--- config.mk ---
export PLATFORM = sky130hd
export DESIGN_NAME = mcu_instruction_exec_subset
export DESIGN_NICKNAME = d
export VERILOG_FILES = /design/src/exec_subset_pkg.sv /design/src/exec_alu.sv /design/src/mcu_instruction_exec_subset.sv
export SDC_FILE = /design/constraint.sdc
export NUM_CORES = 2
export LEC_CHECK = 0
export BUFFER_PORTS_ARGS = -buffer_cell sky130_fd_sc_hd__buf_2
export CAP_MARGIN = 20
export CORE_MARGIN = 4
export CORE_UTILIZATION = 24
export DETAILED_ROUTE_END_ITERATION = 8
export SYNTH_ARGS = -nofsm -noshare
export SYNTH_HDL_FRONTEND = slang
export SYNTH_SLANG_ARGS = --single-unit
export TNS_END_PERCENT = 100
--- constraint.sdc ---
create_clock -name ref_clk -period 8.7 [get_ports ref_clk]
set_clock_uncertainty 0.15 [all_clocks]
set_input_delay 1.74 -clock ref_clk [delete_from_list [all_inputs] [get_ports ref_clk]]
set_output_delay 1.74 -clock ref_clk [all_outputs]
set_load 0.01 [all_outputs]
--- src/exec_subset_pkg.sv ---
package exec_subset_pkg;

    // instruction codes presented on the issue port
    typedef enum logic [2:0] {
        OP_NOP = 3'h0,
        OP_CLEAR = 3'h1,
        OP_INVERT = 3'h2,
        OP_KICK = 3'h3,
        OP_COMPARE = 3'h4,
        OP_DECADJ = 3'h5,
        OP_DECSKIP = 3'h6
    } op_e;

    // execution sequencer states
    typedef enum logic {
        ST_EXEC = 1'b0,
        ST_SKIP = 1'b1
    } exec_state_e;

    // one issued instruction
    typedef struct packed {
        op_e op;
        logic [6:0] slot;
        logic toSlot;
    } inst_s;

    // datapath answer for one instruction
    typedef struct packed {
        logic [7:0] value;
        logic wrSlot;
        logic wrWork;
        logic updZero;
        logic zero;
        logic updCarry;
        logic carry;
    } alu_s;

    // register port layout, 8-bit data
    localparam logic [7:0] SLOT_LAST = 8'h7F;
    localparam logic [7:0] ADDR_WORK = 8'h80;
    localparam logic [7:0] ADDR_STATUS = 8'h81;
    localparam logic [7:0] ADDR_CTRL = 8'h82;
    localparam logic [7:0] ADDR_WDOG = 8'h83;
    localparam logic [7:0] ADDR_DIV = 8'h84;

    // status field positions
    localparam int ST_CARRY_BIT = 0;
    localparam int ST_ZERO_BIT = 1;
    localparam int ST_PD_BIT = 2;
    localparam int ST_TO_BIT = 3;
    // control field position: divider feeds the watchdog
    localparam int CTRL_DIV_WDOG_BIT = 0;

    // reset values
    localparam logic [7:0] WORK_RESET = 8'h00;
    localparam logic [3:0] STATUS_RESET = 4'hC;
    localparam logic CTRL_RESET = 1'b1;
    localparam logic [7:0] COUNT_RESET = 8'h00;

    // decimal adjust constants
    localparam logic [3:0] BCD_MAX_DIGIT = 4'h9;
    localparam logic [8:0] BCD_LOW_FIX = 9'h006;
    localparam logic [8:0] BCD_HIGH_FIX = 9'h060;

endpackage

--- src/exec_alu.sv ---
`timescale 1ns/1ps
module exec_alu (
    // operation and operands
    input wire exec_subset_pkg::inst_s inst,
    input wire logic [7:0] slotValue,
    input wire logic [7:0] workValue,
    input wire logic carryIn,
    // result
    output exec_subset_pkg::alu_s res
);
    import exec_subset_pkg::*;

    logic [8:0] diff;
    logic [8:0] lowSum;
    logic [8:0] fullSum;
    logic lowAdj;
    logic highAdj;

    // compare subtraction and decimal adjust terms
    always_comb begin
        diff = {1'b0, slotValue} - {1'b0, workValue};
        lowAdj = workValue[3:0] > BCD_MAX_DIGIT;
        lowSum = {1'b0, workValue} + (lowAdj ? BCD_LOW_FIX : 9'h000);
        // carry out of the low fix can itself push the high digit over nine
        highAdj = (lowSum[7:4] > BCD_MAX_DIGIT) || carryIn || lowSum[8];
        fullSum = lowSum + (highAdj ? BCD_HIGH_FIX : 9'h000);
    end

    // per-operation result and flag effects
    always_comb begin
        res = '0;
        case (inst.op)
            OP_CLEAR: begin
                res.value = 8'h00;
                res.wrSlot = 1'b1;
                res.updZero = 1'b1;
                res.zero = 1'b1;
            end
            OP_INVERT: begin
                res.value = ~slotValue;
                res.wrSlot = inst.toSlot;
                res.wrWork = !inst.toSlot;
                res.updZero = 1'b1;
                res.zero = (~slotValue) == 8'h00;
            end
            OP_COMPARE: begin
                // difference is dropped, only flags move
                res.updZero = 1'b1;
                res.zero = diff[7:0] == 8'h00;
                res.updCarry = 1'b1;
                res.carry = !diff[8];
            end
            OP_DECADJ: begin
                res.value = fullSum[7:0];
                res.wrWork = 1'b1;
                res.updCarry = 1'b1;
                res.carry = highAdj;
            end
            OP_DECSKIP: begin
                res.value = slotValue - 8'h01;
                res.wrSlot = inst.toSlot;
                res.wrWork = !inst.toSlot;
            end
            default: begin
                res = '0;
            end
        endcase
    end

endmodule // exec_alu

--- src/mcu_instruction_exec_subset.sv ---
// Behaviour
// - clear slot to zero, set zero flag
// - invert slot into working value or slot
// - kick clears watchdog counter in one cycle
// - kick clears divider when assigned to watchdog
// - kick sets timeout and powerdown flags only
// - compare subtracts working value from slot
// - compare changes neither operand
// - decimal adjust rewrites working value, carry only
// - decrement slot into working value or slot
// - zero decrement discards next, takes two cycles
`timescale 1ns/1ps
module mcu_instruction_exec_subset (
    // clock, reset, enable
    input wire logic ref_clk,
    input wire logic resetn,
    input wire logic clkEn,
    // instruction issue
    input wire logic instValid,
    input wire exec_subset_pkg::inst_s instIn,
    output logic instReady,
    output logic discardNext,
    // register port
    input wire logic [7:0] regAddr,
    input wire logic [7:0] regWdata,
    input wire logic regWr,
    input wire logic regRd,
    output logic [7:0] regRdata,
    // flag and counter view
    output logic zeroFlag,
    output logic carryFlag,
    output logic timeoutFlag,
    output logic powerdownFlag,
    output logic [7:0] watchdogCount,
    output logic [7:0] dividerCount
);
    import exec_subset_pkg::*;

    logic [7:0] slotMem [0:127];
    logic [7:0] work_q;
    logic [3:0] status_q;
    logic divToWdog_q;
    logic [7:0] wdog_q;
    logic [7:0] div_q;
    logic [7:0] rdata_q;
    exec_state_e state_q;
    exec_state_e state_d;
    logic fire;
    logic [7:0] slotValue;
    logic isKick;
    logic swSlotWr;
    alu_s res;

    // an instruction is taken only while not in the discarded slot
    assign instReady = (state_q == ST_EXEC);
    assign fire = clkEn && instValid && instReady;
    assign slotValue = slotMem[instIn.slot];
    assign isKick = fire && (instIn.op == OP_KICK);
    assign swSlotWr = regWr && (regAddr <= SLOT_LAST);
    assign discardNext = (state_q == ST_SKIP);

    exec_alu u_alu (
        .inst(instIn),
        .slotValue(slotValue),
        .workValue(work_q),
        .carryIn(status_q[ST_CARRY_BIT]),
        .res(res)
    );

    // slot memory: executing instruction wins over a software write
    always_ff @(posedge ref_clk) begin
        if (clkEn) begin
            if (fire && res.wrSlot) begin
                slotMem[instIn.slot] <= res.value;
            end else if (swSlotWr) begin
                slotMem[regAddr[6:0]] <= regWdata;
            end
        end
    end

    // working value; compare never writes it
    always_ff @(posedge ref_clk or negedge resetn) begin
        if (!resetn) begin
            work_q <= WORK_RESET;
        end else if (clkEn) begin
            if (fire && res.wrWork) begin
                work_q <= res.value;
            end else if (regWr && regAddr == ADDR_WORK) begin
                work_q <= regWdata;
            end
        end
    end

    // status flags: hardware updates win over a software write
    always_ff @(posedge ref_clk or negedge resetn) begin
        if (!resetn) begin
            status_q <= STATUS_RESET;
        end else if (clkEn) begin
            if (regWr && regAddr == ADDR_STATUS) begin
                status_q <= regWdata[3:0];
            end
            if (fire && res.updZero) begin
                status_q[ST_ZERO_BIT] <= res.zero;
            end
            if (fire && res.updCarry) begin
                status_q[ST_CARRY_BIT] <= res.carry;
            end
            if (isKick) begin
                status_q[ST_TO_BIT] <= 1'b1;
                status_q[ST_PD_BIT] <= 1'b1;
            end
        end
    end

    // divider assignment control
    always_ff @(posedge ref_clk or negedge resetn) begin
        if (!resetn) begin
            divToWdog_q <= CTRL_RESET;
        end else if (clkEn && regWr && regAddr == ADDR_CTRL) begin
            divToWdog_q <= regWdata[CTRL_DIV_WDOG_BIT];
        end
    end

    // shared divider free-runs; only a kick while assigned clears it
    always_ff @(posedge ref_clk or negedge resetn) begin
        if (!resetn) begin
            div_q <= COUNT_RESET;
        end else if (clkEn) begin
            if (isKick && divToWdog_q) begin
                div_q <= COUNT_RESET;
            end else begin
                div_q <= div_q + 8'h01;
            end
        end
    end

    // watchdog counter steps on divider wrap when assigned, else each cycle
    always_ff @(posedge ref_clk or negedge resetn) begin
        if (!resetn) begin
            wdog_q <= COUNT_RESET;
        end else if (clkEn) begin
            if (isKick) begin
                wdog_q <= COUNT_RESET;
            end else if (!divToWdog_q || div_q == 8'hFF) begin
                wdog_q <= wdog_q + 8'h01;
            end
        end
    end

    // skip sequencer: one extra cycle standing in for the fetched word
    always_comb begin
        state_d = state_q;
        case (state_q)
            ST_EXEC: begin
                if (fire && instIn.op == OP_DECSKIP && res.value == 8'h00) begin
                    state_d = ST_SKIP;
                end
            end
            ST_SKIP: begin
                state_d = ST_EXEC;
            end
            default: begin
                state_d = ST_EXEC;
            end
        endcase
    end

    always_ff @(posedge ref_clk or negedge resetn) begin
        if (!resetn) begin
            state_q <= ST_EXEC;
        end else if (clkEn) begin
            state_q <= state_d;
        end
    end

    // read data one cycle after the strobe; unmapped reads give zero
    always_ff @(posedge ref_clk or negedge resetn) begin
        if (!resetn) begin
            rdata_q <= 8'h00;
        end else if (clkEn && regRd) begin
            if (regAddr <= SLOT_LAST) begin
                rdata_q <= slotMem[regAddr[6:0]];
            end else begin
                case (regAddr)
                    ADDR_WORK: rdata_q <= work_q;
                    ADDR_STATUS: rdata_q <= {4'h0, status_q};
                    ADDR_CTRL: rdata_q <= {7'h00, divToWdog_q};
                    ADDR_WDOG: rdata_q <= wdog_q;
                    ADDR_DIV: rdata_q <= div_q;
                    default: rdata_q <= 8'h00;
                endcase
            end
        end
    end

    // flag and counter outputs all come straight from flip-flops
    assign regRdata = rdata_q;
    assign zeroFlag = status_q[ST_ZERO_BIT];
    assign carryFlag = status_q[ST_CARRY_BIT];
    assign timeoutFlag = status_q[ST_TO_BIT];
    assign powerdownFlag = status_q[ST_PD_BIT];
    assign watchdogCount = wdog_q;
    assign dividerCount = div_q;
endmodule // mcu_instruction_exec_subset

==> out/metrics.csv <==
stage,metric,value,unit
run_status,status,completed,
cts,holdBufCountCts,0,
grt,grt_overflow_total,0,
cts,cts_buffers,113,
pwr,power.leakage,18.69,nW
pwr,p_comb_share,12.2,%
floorplan,die_h,471.9,um
sta,fin_crit,6506,ps
placed_design,placed_area,55500,um^2
sta,hold_violations,0,
logic_synthesis,synth_edf_count,1024,
sta,slew-limit-headroom,19.08,%
logic_synthesis,synth_top_cell_by_area,edfxtp_1,
finish,num-nets-final,2951,
sta,setup_viol,0,
pwr,power.switching,0.003092,W
cts,clk_pin_slew,60,ps
floorplan,core,214400,um^2
routing,viasPerCell,5.235,
logic_synthesis,ys.flop_type,edfxtp_1,
finish,fin_area,59190,um^2
finish,utilization,27.61,%
logic_synthesis,synth_top_area_share,59.55,%
placed_design,gp_congestion,0.9127,
cts,cts_root_buffer,clkbuf_16,
floorplan,initial_core_util,24.08,%
setup_path,crit_type,in -> reg,
flow_run,cap_viol_max_count,0,
logic_synthesis,synth_fp_nets,2864,
cts,cts.sinks,1062,
pwr,power.density,203.3,nW/um^2
sta,rsz0062_at_grt,false,
cts,clock_latency,770,ps
cts,ctsResizeCount,0,
pwr,seqPwrFrac,49.0,%
routing,drt_iter0_drc,4670,
grt,antenna_found_initial,5,
routing,drt-wirelength-per-cell,28.25,um
grt,grt_use_total,14.42,%
setup_path,arrival,6880,ps
setup_path,startpoint_type,input port,
floorplan,io_pins,63,
worst_hold_path,hold_path_class,reg -> reg,
pwr,swShare,25.70,%
sta,drv_slew,0,
cts,cts_tree,yes,
pwr,irDropWorstVdd,0.1729,mV
routing,postRouteAntennaNets,0,
logic_synthesis,synthesis.area,51640,um^2
logic_synthesis,ys_ff_latch,1062,
sta,worst_pin_slew,1214,ps
logic_synthesis,ys.warnings.count,0,
placed_design,io_buffers,62,
grt,grt_pass1_wl,232900,um
setup_path,required,9070,ps
logic_synthesis,syn_inst,2814,
routing,firstDrtPassIters,6,
placed_design,dp_hpwl,108700,um
floorplan,fp.dieW,471.9,um
placed_design,placed_cells,5608,
routing,drc,0,
cts,cts_setup_buffers,0,
logic_synthesis,yosysUniqueCellTypes,78,
pwr,internal_power,0.008942,W
sta,fmax,153.7,MHz
routing,vias,30536,
sta,fin_setup_tns,0,ps
sta,fin_crit_sh,74.79,%
pwr,p_clk_share,38.8,%
finish,final_cell_count_no_fill,5833,
cts,clock_path_buffers,3,
setup_path,crit_fanout,58,
logic_synthesis,async_flop_share,3.578,%
logic_synthesis,synth_top_cells_by_area,"edfxtp_1 60%, mux4_2 22%, mux2i_1 3.6%, dfrtp_1 1.7%, nor2_1 1.4%",
logic_synthesis,synth.avg_cell_area,18.35,um^2
sta,timing.hold.ws,342.3,ps
floorplan,die-area,222700,um^2
setup_path,end_kind,register,
cts,htreeDepth,3,
logic_synthesis,yosysSeqAreaShare,61.40,%
grt,grt_max_degree,129,
finish,area_growth,14.63,%
routing,wl,164800,um
finish,drive_above_1_share,30.94,%
grt,grt_pass1_vias,29872,
floorplan,fp-row-count,170,
critical path, cell delays in order:
cell and delay (ps):
buf_8 340, buf_4 630, mux4_4 570, mux4_2 500
nor2b_1 270, or4_1 150, and4_1 380, o311ai_1 270
o21ai_0 300, xnor2_1 110, o21ai_1 290, mux2_4 700
buf_4 430
placed cells by master (no fill, tap or decap), types with 9 or more instances in the layout:
cell type,count
a21oi_1,50
a22oi_1,74
a31oi_1,31
buf_12,17
buf_2,55
buf_4,97
buf_6,14
clkbuf_1,20
clkbuf_16,113
clkinv_1,35
clkinv_2,24
dfrtp_1,35
edfxtp_1,1024
ha_1,15
inv_1,21
mux2_2,13
mux2i_1,188
mux4_1,18
mux4_2,514
nand2_1,100
nand2b_1,15
nand3_1,27
nand4_1,10
nor2_1,184
nor2b_1,17
nor3_1,12
o21a_1,12
o21ai_0,44
o22ai_1,12
or2_2,21
or3_1,9
xnor2_1,18
per-stage QoR:
stage | setup slack, ps | power, W
final | 2194 | 0.01203
after global routing | 1986 | 0.01241
after CTS | 2284 | 0.01208
after detailed placement | 1497 | 0.007454
after global placement | 1559 | 0.007440
after floorplan | 389.7 | 0.006897
power by group through the flow:
stage / registers [W] / logic, W / clock network, W
after global routing: 0.00591 / 0.00155 / 0.00495
after floorplan: 0.00602 / 0.000876 / 0
final: 0.00590 / 0.00146 / 0.00467
after global placement: 0.00601 / 0.00143 / 0
after detailed placement: 0.00601 / 0.00145 / 0
after CTS: 0.00590 / 0.00145 / 0.00473
registers in the layout (all words and copies together) (netlist names):
signal	cells
discardNext	1
divToWdog_q	1
dividerCount	8
regRdata	8
slotMem	1024
status_q	4
watchdogCount	8
work_q	8
cells by family after synthesis:
logic type,Yosys count,synth area share [%]
xor gates and xnor gates,26,0.4410
buffers and inverters,246,2.665
muxes,739,27.45
adders and majority gates,17,0.4410
and+or+nand+nor,437,3.874
DFF,1062,61.40
AOI/OAI and AO/OA,287,3.731
Yosys cell counts, drive strengths merged (4+ instances only):
| library cell | n |
|---|---|
| or2 | 21 |
| nor3 | 14 |
| o21a | 12 |
| nor2b | 20 |
| a21oi | 53 |
| a22oi | 74 |
| xnor2 | 18 |
| edfxtp | 1024 |
| mux2 | 17 |
| nand4 | 10 |
| or4 | 4 |
| clkbuf | 112 |
| mux2i | 188 |
| nand2 | 100 |
| nor4 | 8 |
| a31oi | 31 |
| o21ai | 47 |
| inv | 24 |
| ha | 15 |
| dfrtp | 35 |
| xor2 | 8 |
| nand2b | 15 |
| a221o | 7 |
| a32oi | 5 |
| and2 | 8 |
| a211oi | 7 |
| nor2 | 188 |
| o31ai | 6 |
| a21o | 4 |
| o22ai | 12 |
| a21boi | 4 |
| nand3 | 27 |
| buf | 107 |
| mux4 | 534 |
| o211ai | 8 |
| or3 | 9 |
path summary, 6_finish.rpt:
path                              from             end  slack (ps)  depth (start not counted)
max in group asynchronous       resetn       work_q[2]        6830                          1
max reg2reg                discardNext   slotMem[2][7]        3650                          9
max                          instIn[2]  slotMem[25][6]        2190                         13
min reg2reg                regRdata[4]     regRdata[4]         340                          1
min in group asynchronous       resetn       work_q[1]         990                          1
min                        regRdata[4]     regRdata[4]         340                          1
cell type report:
cell class                 count  area (um^2)
antenna                        2        5.005
clock buffer                 133         2903
clock inverter                74        604.3
fill                       21317       155200
inverter                      26        100.1
multi-input combinational   1506        18690
sequential                  1062        31700
tap                         2838         3551
timing repair buffer         192         1638
layer usage:
| metal | track usage (%) | vias to the layer above | part of all wire (%) |
|---|---|---|---|
| met5 | 0 | - | 0 |
| met4 | 4.123 | 0 | 3.0 |
| met3 | 4.063 | 303 | 11 |
| met2 | 22.25 | 1817 | 46 |
| met1 | 19.82 | 16376 | 40 |
| li1 | - | 12040 | - |
(Power assumes the default switching activity.)
